**src/rtl/scc_pkg.sv**
```systemverilog
// Package: frame layout, register address, field layout and defaults
package scc_pkg;

   // ----------------------------------------------------------------
   // Frame layout
   // ----------------------------------------------------------------
   localparam int FRAME_W      = 24;
   localparam int RW_BIT       = 23;
   localparam int ADDR_HI      = 22;
   localparam int ADDR_LO      = 18;
   localparam int DATA_HI      = 17;
   localparam int DATA_LO      = 8;
   localparam int CRC_HI       = 7;
   localparam int CRC_LO       = 0;
   localparam int ADDR_W       = 5;
   localparam int DATA_W       = 10;
   localparam int CRC_W        = 8;

   localparam logic [ADDR_W-1:0] SHORT_CIRCUIT_TURNOFF_CONFIG_ADDR =
      5'h03;

   // ----------------------------------------------------------------
   // Field layout inside the ten data bits
   // ----------------------------------------------------------------
   localparam int TLTO_HI      = 9;
   localparam int TLTO_LO      = 6;
   localparam int THR_HI       = 5;
   localparam int THR_LO       = 3;
   localparam int FILT_HI      = 2;
   localparam int FILT_LO      = 0;

   localparam logic [3:0] TLTO_DEFAULT      = 4'h3;
   localparam logic [2:0] THR_DEFAULT       = 3'h2;
   localparam logic [2:0] FILT_DEFAULT      = 3'h4;
   localparam logic [2:0] FILT_ON_FF_CHANGE = 3'h4;

   // ----------------------------------------------------------------
   // Filter time tables, ns
   // ----------------------------------------------------------------
   localparam int FILT_SLOW_BASE_NS = 400;
   localparam int FILT_FAST_BASE_NS = 100;
   localparam int FILT_STEP_NS      = 100;
   localparam int FILT_NS_W         = 11;

   // Data pattern carried by a frame
   typedef struct packed {
      logic [3:0] two_level_turnoff_voltage_code;
      logic [2:0] short_circuit_threshold_code;
      logic [2:0] short_circuit_filter_code;
   } scc_fields_type;

   // Frame as decoded by the serial engine
   typedef struct packed {
      logic                read_write_select;
      logic [ADDR_W-1:0]   addr;
      logic [DATA_W-1:0]   data;
      logic [CRC_W-1:0]    crc;
   } scc_frame_type;

endpackage

```
**src/rtl/scc_config_reg.sv**
```systemverilog
// Short-circuit and two-level turn-off configuration register
`timescale 1ns/1ps
// Notes on behaviour
// [RQ1] Register decoded at frame address 0x03
// [RQ2] Frame: rw bit23, data 17:8, crc 7:0
// [RQ3] Writes blocked outside configuration mode
// [RQ4] Turn-off voltage code bits 9:6, default 3
// [RQ5] Threshold code bits 5:3, default 2
// [RQ6] Slow filter: 400 ns plus 100 ns per code
// [RQ7] Fast filter: 100 ns plus 100 ns per code
// [RQ8] Fast-filter change loads filter code 4
// [RQ9] Fast-filter bit selects shorter table
// [RQ10] Threshold and filter codes only three bits
// [RQ11] Leaving configuration mode stores config CRC
// [RQ12] Device reset bit restores defaults
// [RQ13] Locked write leaves fields unchanged
module scc_config_reg #(
   parameter int FRAME_W   = scc_pkg::FRAME_W,
   parameter int DATA_W    = scc_pkg::DATA_W,
   parameter int CRC_W     = scc_pkg::CRC_W,
   parameter int FILT_NS_W = scc_pkg::FILT_NS_W
) (
   input  wire logic                      clk,
   input  wire logic                      reset,
   input  wire logic                      frame_valid,
   input  wire logic [FRAME_W-1:0]        frame,
   input  wire logic                      config_enable,
   input  wire logic                      device_reset,
   input  wire logic                      fast_filter_select,
   input  wire logic                      config_exit,
   input  wire logic [CRC_W-1:0]          config_crc_in,
   output      logic [DATA_W-1:0]         read_data,
   output      logic                      read_hit,
   output      logic [3:0]                two_level_turnoff_voltage_code,
   output      logic [2:0]                short_circuit_threshold_code,
   output      logic [2:0]                short_circuit_filter_code,
   output      logic [FILT_NS_W-1:0]      filter_time_ns,
   output      logic [CRC_W-1:0]          stored_crc
);

   // ----------------------------------------------------------------
   // State
   // ----------------------------------------------------------------
   typedef struct packed {
      scc_pkg::scc_fields_type             fields;
      logic                                ff_prev;
      logic [FILT_NS_W-1:0]                filt_ns;
      logic [CRC_W-1:0]                    crc;
      logic [DATA_W-1:0]                   rdata;
      logic                                rhit;
   } scc_state_type;

   scc_state_type state_q;
   scc_state_type state_d;

   // ----------------------------------------------------------------
   // Helpers
   // ----------------------------------------------------------------

   // Field values after reset or a device reset request
   function automatic scc_pkg::scc_fields_type defaults();
      scc_pkg::scc_fields_type f;
      f.two_level_turnoff_voltage_code = scc_pkg::TLTO_DEFAULT;
      f.short_circuit_threshold_code   = scc_pkg::THR_DEFAULT;
      f.short_circuit_filter_code      = scc_pkg::FILT_DEFAULT;
      return f;
   endfunction

   // Split the ten data bits of a frame into the three fields
   function automatic scc_pkg::scc_fields_type unpack_fields(
      input logic [DATA_W-1:0] data
   );
      scc_pkg::scc_fields_type f;
      f.two_level_turnoff_voltage_code =
         data[scc_pkg::TLTO_HI:scc_pkg::TLTO_LO];                 // RQ4
      f.short_circuit_threshold_code   =
         data[scc_pkg::THR_HI:scc_pkg::THR_LO];                   // RQ5
      f.short_circuit_filter_code      =
         data[scc_pkg::FILT_HI:scc_pkg::FILT_LO];                 // RQ10
      return f;
   endfunction

   // Address match of a valid frame
   function automatic logic addr_hit(
      input logic                   valid,
      input scc_pkg::scc_frame_type fr
   );
      logic match;
      match = (fr.addr == scc_pkg::SHORT_CIRCUIT_TURNOFF_CONFIG_ADDR);
      return valid && match;                                       // RQ1
   endfunction

   // Table lookup in ns; code is three bits so no undefined entry
   function automatic logic [FILT_NS_W-1:0] filt_time(
      input logic [2:0] code,
      input logic       fast
   );
      int base;
      base = fast ? scc_pkg::FILT_FAST_BASE_NS                  // RQ9
                  : scc_pkg::FILT_SLOW_BASE_NS;
      return FILT_NS_W'(base +
             int'(code) * scc_pkg::FILT_STEP_NS);                // RQ6
   endfunction

   // ----------------------------------------------------------------
   // Next state
   // ----------------------------------------------------------------
   always_comb begin
      logic                   hit;
      logic                   is_read;
      logic                   is_write;
      logic                   ff_changed;
      scc_pkg::scc_frame_type fr;
      scc_pkg::scc_fields_type wr_fields;
      hit        = 1'b0;
      is_read    = 1'b0;
      is_write   = 1'b0;
      ff_changed = 1'b0;
      fr         = scc_pkg::scc_frame_type'(frame);              // RQ2
      wr_fields  = unpack_fields(fr.data);
      state_d    = state_q;

      hit        = addr_hit(frame_valid, fr);                     // RQ1
      is_read    = hit && !fr.read_write_select;
      // Write only in configuration mode; otherwise dropped
      is_write   = hit && fr.read_write_select && config_enable;  // RQ3 RQ13
      ff_changed = (fast_filter_select != state_q.ff_prev);

      state_d.ff_prev = fast_filter_select;
      state_d.rhit    = 1'b0;

      // Reads are answered in any mode, one cycle later
      if (is_read) begin
         state_d.rdata = state_q.fields;
         state_d.rhit  = 1'b1;
      end

      if (is_write) begin
         state_d.fields = wr_fields;                              // RQ4 RQ5
      end

      // Table change wins over a same-cycle write of the filter code
      if (ff_changed) begin
         state_d.fields.short_circuit_filter_code =
            scc_pkg::FILT_ON_FF_CHANGE;                           // RQ8
      end

      // CRC of the configured registers comes from outside
      if (config_exit) begin
         state_d.crc = config_crc_in;                             // RQ11
      end

      // Device reset beats every other source of field change
      if (device_reset) begin
         state_d.fields = defaults();                             // RQ12
      end

      // Time follows the next fields, so both move in one cycle
      state_d.filt_ns = filt_time(state_d.fields.short_circuit_filter_code,
                                  fast_filter_select);            // RQ7
   end

   // ----------------------------------------------------------------
   // Registers
   // ----------------------------------------------------------------
   always_ff @(posedge clk) begin
      if (reset) begin
         state_q.fields  <= defaults();
         state_q.ff_prev <= 1'b0;
         state_q.filt_ns <= filt_time(scc_pkg::FILT_DEFAULT, 1'b0);
         state_q.crc     <= '0;
         state_q.rdata   <= '0;
         state_q.rhit    <= 1'b0;
      end else begin
         state_q <= state_d;
      end
   end

   // ----------------------------------------------------------------
   // Outputs
   // ----------------------------------------------------------------
   assign read_data                      = state_q.rdata;
   assign read_hit                       = state_q.rhit;
   assign two_level_turnoff_voltage_code =
      state_q.fields.two_level_turnoff_voltage_code;
   assign short_circuit_threshold_code   =
      state_q.fields.short_circuit_threshold_code;
   assign short_circuit_filter_code      =
      state_q.fields.short_circuit_filter_code;
   assign filter_time_ns                 = state_q.filt_ns;
   assign stored_crc                     = state_q.crc;

endmodule

```
**config.mk**
```make
export PLATFORM = sky130hd
export DESIGN_NAME = scc_config_reg
export DESIGN_NICKNAME = d
export VERILOG_FILES = /design/src/rtl/scc_pkg.sv /design/src/rtl/scc_config_reg.sv
export SDC_FILE = /design/constraint.sdc
export NUM_CORES = 1
export LEC_CHECK = 0
export BUFFER_PORTS_ARGS = -buffer_cell sky130_fd_sc_hd__buf_4
export CORE_MARGIN = 2
export CORE_UTILIZATION = 43
export DETAILED_ROUTE_END_ITERATION = 7
export PLACE_DENSITY = 0.75
export SLEW_MARGIN = 20
export SYNTH_ARGS = -nofsm -noshare
export SYNTH_HDL_FRONTEND = slang
export SYNTH_SLANG_ARGS = --single-unit
```
**constraint.sdc**
```tcl
create_clock -name clk -period 3.15 [get_ports clk]
set_clock_uncertainty 0.15 [all_clocks]
set_input_delay 0.4725 -clock clk [delete_from_list [all_inputs] [get_ports clk]]
set_output_delay 0.4725 -clock clk [all_outputs]
set_load 0.01 [all_outputs]
```
==> summary.md, run 1 <==
| Metric | Value |
|---|---|
| PortBufs | `between 60 and 70` |
| Min-delay worst type | `in2reg` |
| Crit Path Max Fanout | `7` |
| Area after DPL | `around 2300 µm²` |
| Max Clock Freq | `~340 MHz` |
| Endpoints failing hold | `0` |
| Post-CTS Setup Inserts | `0` |
| Mapped Area | `1980 µm²` |
| Pre-antenna DRT Iters | `4` |
| FILL cells | `400` |
| Final setup fails | `0` |
| HP Start | `frame[14]` |
| Synth Area in Simple Gates | `15.3%` |
| RSZ-0062 raised after global routing | `no` |
| Max-cap violations | `0` |
| DRT antenna net count | `0` |
| Initial antenna violation count | `0` |
| Arrival @ worst endpoint | `about 3 ns` |
| Post-Layout Inst Area | `~2400 µm²` |
| Outcome | `completed` |
| Vias per inst | `4.77` |
| I/O Pins | `slightly below 80` |
| Hold Buf Count CTS | `0` |
| H-tree Lvls | `2` |
| Sink Count | `39` |
| Total core area | `4380 µm²` |
| R2R cell count | `11` |
| Power Dens Cells | `392 nW/µm²` |
| Worst reg-to-reg setup slack | `roughly 0.52 ns` |
| Post-synthesis register bit count | `39` |
| Mapped Avg Cell Area | `approximately 9.4 µm²` |
| Mapped Cells | `~210` |
| Min Clock Period, post-route | `2.97 ns` |
| Die Ht | `slightly above 70 µm` |
| CTS Buffer Depth | `2` |
| Ratio of cells with drive above 1 in the final layout | `between 30% and 40%` |
| Hold Path Depth | `3` |
| Dpl cells | `between 200 and 300` |
| Worst hold endpoint | `two_level_turnoff_voltage_code[0]` |
| DRC | `0` |
| Post-layout util | `roughly 55%` |
| Total design power | `0.000945 W` |
| Wire per inst | `11.6 µm` |
| Initial DRC count | `29` |
| GRT Util Overall | `between 10% and 20%` |
| Die area | `slightly above 5000 µm²` |
| First-pass GRT wire length | `about 6000 µm` |
| Period utilization | `94.3%` |
| Largest net degree at the start of global routing | `42` |
| Mux share of post-synthesis cell area | `around 15%` |
| Post-Route WL | `around 3500 µm` |
| Post-Layout Cell Count | `302` |
| Slew Limit Fails | `0` |
| Largest family of logic cells by synthesized area | `buffers and inverters` |
| Seq/Total Area, Yosys | `between 30% and 40%` |
| Inserted Diodes | `0` |
| Total number of yosys warnings | `0` |
| Crit end category | `flip-flop` |
| Area growth from synthesis to layout | `21.5%` |
| XOR/XNOR Fraction of Synth Area | `roughly 1.8%` |
| Detail Placement HPWL | `2610 µm` |
| RePlAce Congestion | `roughly 0.8` |
| Synth area leaders | `dfxtp_1 39%, buf_4 15%, mux2i_1 14%, ha_1 6.9%, nor2_1 5.5%` |
| Post-synth EDFFs | `0` |
| Net total in the final layout | `300` |
| Startpoint types | `input port` |
| Reg2reg end | `filter_time_ns[9]` |
| R2r startpoint | `state_q[30]` |
| Worst-path clk slew | `around 0.07 ns` |
| Synth async-reset ratio | `0%` |
| Top cell type's share of synthesized area | `39.4%` |
| DR vias | `~1400` |
| Pleak | `roughly 1.2 nW` |
| Vias in the first global route | `roughly 1500` |
| Rows | `24` |
| Starting Density | `about 45%` |
| Post-synthesis adder-cell area fraction | `6.94%` |
| TritonCTS clock tree | `done` |
| Synth Area in Compound Gates | `approximately 4.2%` |
| Die W | `~70 µm` |
| Peak VDD IR | `0.152 mV` |
| Crit path kind | `in2reg` |
| Post-synth top area cell | `dfxtp_1` |
| Top FF cell, synth | `dfxtp_1` |
| Insertion delay to the later sink of the worst-skew pair | `about 0.28 ns` |
| Synth unique cells | `31` |
| Total grt overflow | `0` |
| CTS buffer count | `5` |
| Root Driver | `clkbuf_8` |
| Req. time, crit path | `between 3 and 4 ns` |
==> final cells by class <==
| class | instances | area, µm² | area share, % |
|---|---|---|---|
| multi-input combinational | 122 | 886 | 36.8 |
| sequential | 39 | 781 | 32.4 |
| timing repair buffer | 76 | 571 | 23.7 |
| clock buffer | 5 | 68.8 | 2.86 |
| tap | 52 | 65.1 | 2.70 |
| inverter | 6 | 22.5 | 0.936 |
| clock inverter | 2 | 13.8 | 0.572 |
==> how the worst max path moves through the flow <==
stage | endpoint | slack [ns] | from | cells past startpoint
finish | filter_time_ns[9] | 0.18 | frame[22] | 14
detailed placement | filter_time_ns[8] | -0.16 | frame[22] | 15
CTS | filter_time_ns[8] | 0.13 | frame[22] | 15
global route | filter_time_ns[8] | 0.02 | frame[22] | 15
global placement | filter_time_ns[8] | -0.17 | frame[22] | 14
floorplan | filter_time_ns[8] | 0.05 | frame[22] | 13
==> critical path: stages <==
cell      delay, ns
buf_4          0.10
and4b_1        0.25
nand4_1        0.10
buf_4          0.17
mux2i_2        0.15
nand2b_1       0.17
ha_1           0.28
inv_1          0.04
ha_1           0.18
ha_1           0.31
ha_4           0.31
nor2_1         0.06
and3_1         0.18
nor4_2         0.24
==> logic make-up (layout without fill, tap and decap cells) <==
family | after synthesis | count (layout)
simple gates | 64 | 64
flops | 39 | 39
fa+ha+maj | 11 | 11
buf+inv | 51 | 89
other cells | 1 | 2
compound gates | 12 | 12
xor+xnor | 4 | 4
mux | 29 | 29
==> through the flow <==
stage	worst slack [ns]	setup TNS, ns	hold WS (ns)
after CTS	0.133	0	0.239
after detailed placement	-0.161	-0.325	0.332
final	0.181	0	0.248
after floorplan	0.0483	0	0.312
after global placement	-0.168	-0.316	0.324
after global routing	0.0233	0	0.238
==> cell usage after synthesis (2+ instances only) <==
| master | count |
|---|---|
| a21o_1 | 2 |
| a21oi_1 | 2 |
| and3_1 | 2 |
| buf_4 | 39 |
| clkbuf_1 | 5 |
| dfxtp_1 | 39 |
| ha_1 | 11 |
| inv_1 | 6 |
| mux2i_1 | 28 |
| nand2_1 | 8 |
| nand3_1 | 2 |
| nor2_1 | 29 |
| nor2b_1 | 2 |
| nor3_1 | 9 |
| nor4_1 | 6 |
| o21ai_0 | 2 |
| o21bai_1 | 2 |
| or2_2 | 2 |
| xnor2_1 | 3 |
==> state kept, by name, indices dropped and copies added (netlist names) <==
signal,count
state_q,1
stored_crc,8
read_data,10
two_level_turnoff_voltage_code,4
filter_time_ns,9
short_circuit_filter_code,3
short_circuit_threshold_code,3
read_hit,1
==> report_power, final <==
group / switching [W] / internal [W] / leakage, nW / total, W
Sequential: 0.00000511 / 0.000506 / 0.318 / 0.000512
Clock: 0.000163 / 0.000151 / 0.0440 / 0.000314
Combinational: 0.0000545 / 0.0000641 / 0.814 / 0.000119
==> layer usage <==
layer	routed length, µm	global-route usage [%]	up-vias
met5	0	0	-
li1	-	-	749
met4	28	5.66	0
met1	1480	16.2	654
met3	210	4.58	2
met2	1790	26.7	37
==> cells in the final DEF (no fill, tap or decap), types with 3 or more instances in the layout <==
cell type and count:
xnor2_1 3, ha_1 10, clkbuf_8 5, dfxtp_1 39, nor2_1 29, buf_4 76
mux2i_1 28, inv_1 6, nor3_1 9, nor4_1 5, nand2_1 8
==> what timing repair did <==
item                                    4_1_cts  5_1_grt
endpoints found under the hold margin         0        0
endpoints found under the setup margin        0        2
resized for setup                             0        5
Power figures use the tool's default switching activity.
==> run 2: changes to the inputs <==
--- a/config.mk
+++ b/config.mk
@@ -9,7 +9,7 @@
 export CORE_MARGIN = 2
 export CORE_UTILIZATION = 43
 export DETAILED_ROUTE_END_ITERATION = 7
-export PLACE_DENSITY = 0.75
+export PLACE_DENSITY_LB_ADDON = 0.1
 export SLEW_MARGIN = 20
 export SYNTH_ARGS = -nofsm -noshare
 export SYNTH_HDL_FRONTEND = slang
==> run 2 against run 1 <==
Net effect:
- routed wire length rose by 3.6%
- critical path type unchanged
- non-clock buffer count rose by 2
- power rose by 12%
- sequential cell count did not move
==> summary.md, run 2 (synthesized netlist as in run 1, its figures left out) <==
| Metric | Value |
|---|---|
| Crit path kind | `in2reg` |
| Initial DRC count | `69` |
| Detail Placement HPWL | `roughly 2700 µm` |
| Final setup fails | `0` |
| Req. time, crit path | `~3.2 ns` |
| Pleak | `approximately 1.2 nW` |
| Outcome | `completed` |
| Ratio of cells with drive above 1 in the final layout | `36.4%` |
| Critical Path Sink | `filter_time_ns[8]` |
| Die Ht | `between 70 and 80 µm` |
| Hold Buf Count CTS | `0` |
| Slew Limit Fails | `0` |
| Arrival @ worst endpoint | `between 3 and 4 ns` |
| Max FFs per register | `10` |
| Crit path launch | `frame[22]` |
| I/O Pins | `about 80` |
| Area growth from synthesis to layout | `23.1%` |
| R2r startpoint | `state_q[30]` |
| Post-Route WL | `around 3600 µm` |
| First-pass GRT wire length | `~6000 µm` |
| Inserted Diodes | `0` |
| Die W | `around 70 µm` |
| Multi-input gate area in the final layout | `between 800 and 900 µm²` |
| Vias in the first global route | `around 1300` |
| Wire per inst | `approximately 12 µm` |
| PortBufs | `slightly below 70` |
| Crit Path Max Fanout | `7` |
| Worst setup slack after layout | `around 0.14 ns` |
| Rows | `24` |
| Power Dens Cells | `about 430 nW/µm²` |
| Hold slack final | `between 0.2 and 0.25 ns` |
| Crit end category | `flip-flop` |
| Sink Count | `39` |
| Vias per inst | `about 4.8` |
| Reg2reg end | `filter_time_ns[8]` |
| Place WS | `-0.188 ns` |
| CTS Buffer Depth | `2` |
| Commonest non-fill, non-tap cells in the layout | `78 x buf_4, 39 x dfxtp_1, 29 x nor2_1, 28 x mux2i_1, 10 x ha_1` |
| Largest net degree at the start of global routing | `42` |
| Endpoints failing hold | `0` |
| DR vias | `about 1500` |
| H-tree Lvls | `2` |
| Startpoint types | `input port` |
| Reg area | `781 µm²` |
| Pre-antenna DRT Iters | `4` |
| Net total in the final layout | `slightly above 300` |
| Die area | `just over 5000 µm²` |
| Initial antenna violation count | `0` |
| Min-delay worst type | `in2reg` |
| Worst-path clk slew | `roughly 0.080 ns` |
| GRT Util Overall | `between 10% and 20%` |
| Root Driver | `clkbuf_8` |
| TritonCTS clock tree | `done` |
| CTS buffer count | `5` |
| Insertion delay to the later sink of the worst-skew pair | `0.29 ns` |
| RSZ-0062 raised after global routing | `no` |
| DRC | `0` |
| Worst reg-to-reg setup slack | `0.47 ns` |
| FILL cells | `roughly 430` |
| DRT antenna net count | `0` |
| Starting Density | `a little under half` |
| Max-cap violations | `0` |
| Max Clock Freq | `between 300 and 400 MHz` |
| R2R cell count | `12` |
| RePlAce Congestion | `around 0.7` |
| Total core area | `~4400 µm²` |
| Total design power | `around 0.0011 W` |
| Min Clock Period, post-route | `roughly 3.0 ns` |
| Peak VDD IR | `approximately 0.24 mV` |
| Total grt overflow | `0` |
| Commonest non-fill, non-tap cell in the layout | `buf_4` |
| Period utilization | `a little over nine tenths` |
run 2: where the power goes:
part | switching [W] | internal (W) | total (W)
clock network | 0.000175 | 0.000256 | 0.000431
logic | 0.0000537 | 0.0000636 | 0.000117
registers | 0.00000504 | 0.000506 | 0.000511
run 2: metal layers:
metal / share of wire [%] / up-vias / global-route usage [%]
met5: 0 / - / 0
met2: 46 / 42 / 22.4
met1: 47 / 650 / 18.9
met4: 0.80 / 0 / 5.03
met3: 6.7 / 4 / 5.28
li1: - / 755 / -
run 2: critical path: stages:
cell      delay (ns)
buf_4           0.10
and4b_1         0.25
nand4_1         0.10
buf_4           0.17
mux2i_2         0.15
nand2b_1        0.17
ha_1            0.29
inv_1           0.04
ha_1            0.18
ha_1            0.27
ha_2            0.40
nor4_1          0.07
a41oi_1         0.16
o21ai_0         0.11
nor3_1          0.14
run 2: worst min-delay path by stage:
| stage | startpoint | end | slack, ns | depth (start not counted) |
|---|---|---|---|---|
| global route | frame[23] | read_hit | 0.22 | 2 |
| global placement | stored_crc[6] | stored_crc[6] | 0.32 | 2 |
| CTS | frame[23] | read_hit | 0.22 | 2 |
| detailed placement | stored_crc[7] | stored_crc[7] | 0.33 | 2 |
| finish | frame[23] | read_hit | 0.23 | 2 |
| floorplan | read_data[0] | read_data[0] | 0.31 | 2 |
run 2: area by class of cell:
cell class / count / share of cell area, %
Inverter: 6 / 0.923
Timing Repair Buffer: 78 / 24.0
Multi-Input combinational cell: 122 / 35.6
Clock inverter: 2 / 1.44
Tap cell: 52 / 2.67
Sequential cell: 39 / 32.0
Clock buffer: 6 / 3.38
run 2: through the flow:
step / TNS [ns] / area [µm²] / instances / util (%)
final: 0 / 2440 / 305 / 55.7
after global routing: 0 / 2440 / 305 / 55.7
after CTS: 0 / 2430 / 305 / 55.5
after detailed placement: -0.366 / 2310 / 297 / 52.8
after global placement: -0.359 / 2310 / 297 / 52.8
after floorplan: 0 / 1990 / 212 / -
run 2: what timing repair did:
item,CTS,global route
endpoints found under the setup margin,0,1
buffers inserted,0,0
gates resized for setup,0,2
==> run 3: changes to the inputs <==
--- a/config.mk
+++ b/config.mk
@@ -9,6 +9,7 @@
 export CORE_MARGIN = 2
 export CORE_UTILIZATION = 43
 export DETAILED_ROUTE_END_ITERATION = 7
+export MAX_ROUTING_LAYER = met4
 export PLACE_DENSITY_LB_ADDON = 0.1
 export SLEW_MARGIN = 20
 export SYNTH_ARGS = -nofsm -noshare
==> run 3 against run 2 <==
Net effect:
- sequential power is essentially flat
- setup slack barely moved
- first-iteration DRC count is the same
- global-route usage grew 0.43 points
- count of clock-buffer cells in the layout is the same
- non-clock buffer count unchanged
- fmax about the same
- critical path depth unchanged
- sequential cell count is the same
- design area did not move
- worst hold slack is essentially flat
==> summary.md, run 3 (synthesized netlist as in run 1, its figures left out) <==
| Metric | Value |
|---|---|
| RSZ-0062 raised after global routing | `no` |
| Seq pwr share | `about half` |
| Area after DPL | `roughly 2300 µm²` |
| Startpoint types | `input port` |
| Vias in the first global route | `~1300` |
| Die Ht | `around 70 µm` |
| Critical path's slowest cell | `ha_2` |
| CTS Buffer Depth | `2` |
| Slew Limit Fails | `0` |
| Outcome | `completed` |
| Die area | `between 5000 and 6000 µm²` |
| RePlAce Congestion | `about 0.73` |
| Post-CTS Setup Inserts | `0` |
| Critical-path cell list | `buf_4 > and4b_1 > nand4_1 > buf_4 > mux2i_2 > nand2b_1 > ha_1 > inv_1 > ha_1 > ha_1 > ha_2 > nor4_1 > a41oi_1 > o21ai_0 > nor3_1` |
| DRC | `0` |
| First-pass GRT wire length | `roughly 6000 µm` |
| Sink Count | `39` |
| Initial antenna violation count | `0` |
| Resized cells post-CTS | `0` |
| Power Dens Cells | `between 400 and 500 nW/µm²` |
| Post-Layout Inst Area | `2440 µm²` |
| GRT Util Overall | `15.0%` |
| HP Start | `frame[23]` |
| Min-delay worst type | `in2reg` |
| Total design power | `0.00106 W` |
| Post-Route WL | `roughly 3600 µm` |
| DR vias | `approximately 1500` |
| Commonest non-fill, non-tap cell in the layout | `buf_4` |
| Combinational power share | `11.1%` |
| Worst reg-to-reg setup slack | `0.47 ns` |
| Dpl cells | `around 300` |
| Crit Path Max Fanout | `7` |
| Psw | `around 0.00023 W` |
| Total grt overflow | `0` |
| Peak VDD IR | `0.243 mV` |
| Hold Buf Count CTS | `0` |
| Die W | `71.9 µm` |
| Crit path kind | `in2reg` |
| Insertion delay to the later sink of the worst-skew pair | `0.29 ns` |
| Inserted Diodes | `0` |
| Sw frac | `between 20% and 30%` |
| Slowest stage delay, CP | `around 0.40 ns` |
| CTS buffer count | `5` |
| Worst-path clk slew | `0.08 ns` |
| Pleak | `approximately 1.2 nW` |
| Post-Layout Cell Count | `305` |
| Root Driver | `clkbuf_8` |
| Detail Placement HPWL | `between 2000 and 3000 µm` |
| Commonest non-fill, non-tap cells in the layout | `78 x buf_4, 39 x dfxtp_1, 29 x nor2_1, 28 x mux2i_1, 10 x ha_1` |
| H-tree Lvls | `2` |
| Final setup fails | `0` |
| Vias per inst | `about 4.8` |
| Period utilization | `between 90 and 100%` |
| Starting Density | `45.2%` |
| Max FFs per register | `10` |
| Arrival @ worst endpoint | `slightly above 3 ns` |
| Crit path launch | `frame[22]` |
| Endpoints failing hold | `0` |
| Largest net degree at the start of global routing | `42` |
| Ratio of cells with drive above 1 in the final layout | `a little over a third` |
| DRT antenna net count | `0` |
| I/O Pins | `79` |
| Clock Power Share | `40.7%` |
| R2r startpoint | `state_q[30]` |
| Initial DRC count | `between 60 and 70` |
| Area growth from synthesis to layout | `23.1%` |
| Min Clock Period, post-route | `about 3.0 ns` |
| Net total in the final layout | `slightly above 300` |
| PortBufs | `68` |
| Total core area | `roughly 4400 µm²` |
| Pre-antenna DRT Iters | `4` |
| Top cell by count, worst path | `ha_1` |
| Wire per inst | `about 12 µm` |
| Max Clock Freq | `332 MHz` |
| FILL cells | `about 430` |
| TritonCTS clock tree | `done` |
| Rows | `24` |
| Max-cap violations | `0` |
| Crit end category | `flip-flop` |
| Req. time, crit path | `3.22 ns` |
| Pint | `0.000826 W` |
==> run 3: cell counts in the layout (fill, tap and decap cells not counted) <==
Identical to the previous run, type by type.
==> run 3: layer usage <==
metal / vias up / track usage, % / wire (µm)
met4: 0 / 5.03 / 29
met3: 4 / 5.14 / 237
li1: 755 / - / -
met1: 649 / 19.0 / 1710
met2: 42 / 22.4 / 1650
met5: - / - / 0
==> run 3: worst paths after layout <==
kind,endpoint,depth (start not counted)
max reg2reg,filter_time_ns[8],12
max,filter_time_ns[8],15
min reg2reg,stored_crc[7],2
min,read_hit,2
==> run 3: worst max-delay path, delay by kind of cell <==
family                     cells  cell delay, ns
muxes                          1            0.15
and+or+nand+nor                5            0.73
adders and majority gates      4            1.14
AOI/OAI and AO/OA              2            0.27
buffers and inverters          3            0.31
==> run 3: cell type report <==
| class | count | area (µm²) | area share [%] |
|---|---|---|---|
| multi-input cells | 122 | 868 | 35.6 |
| flip-flops and latches | 39 | 781 | 32.0 |
| repair buffers | 78 | 586 | 24.0 |
| clock buffers | 6 | 82.6 | 3.38 |
| well taps | 52 | 65.1 | 2.67 |
| clock inverters | 2 | 35.0 | 1.44 |
| inverters | 6 | 22.5 | 0.923 |
==> run 3: power by group through the flow <==
stage | Clock [W] | Combinational, W | Sequential (W)
finish | 0.000432 | 0.000117 | 0.000511
global placement | 0 | 0.000118 | 0.000522
CTS | 0.000445 | 0.000118 | 0.000511
floorplan | 0 | 0.0000747 | 0.000522
detailed placement | 0 | 0.000118 | 0.000523
global route | 0.000468 | 0.000130 | 0.000513
==> run 3: metrics by stage <==
step	setup WS (ns)	setup TNS, ns	hold slack, ns	util [%]
final	0.142	0	0.233	55.7
after global routing	0.0359	0	0.219	55.7
after CTS	0.124	0	0.222	55.5
after detailed placement	-0.188	-0.366	0.331	52.8
after global placement	-0.180	-0.359	0.324	52.8
after floorplan	0.0483	0	0.312	-
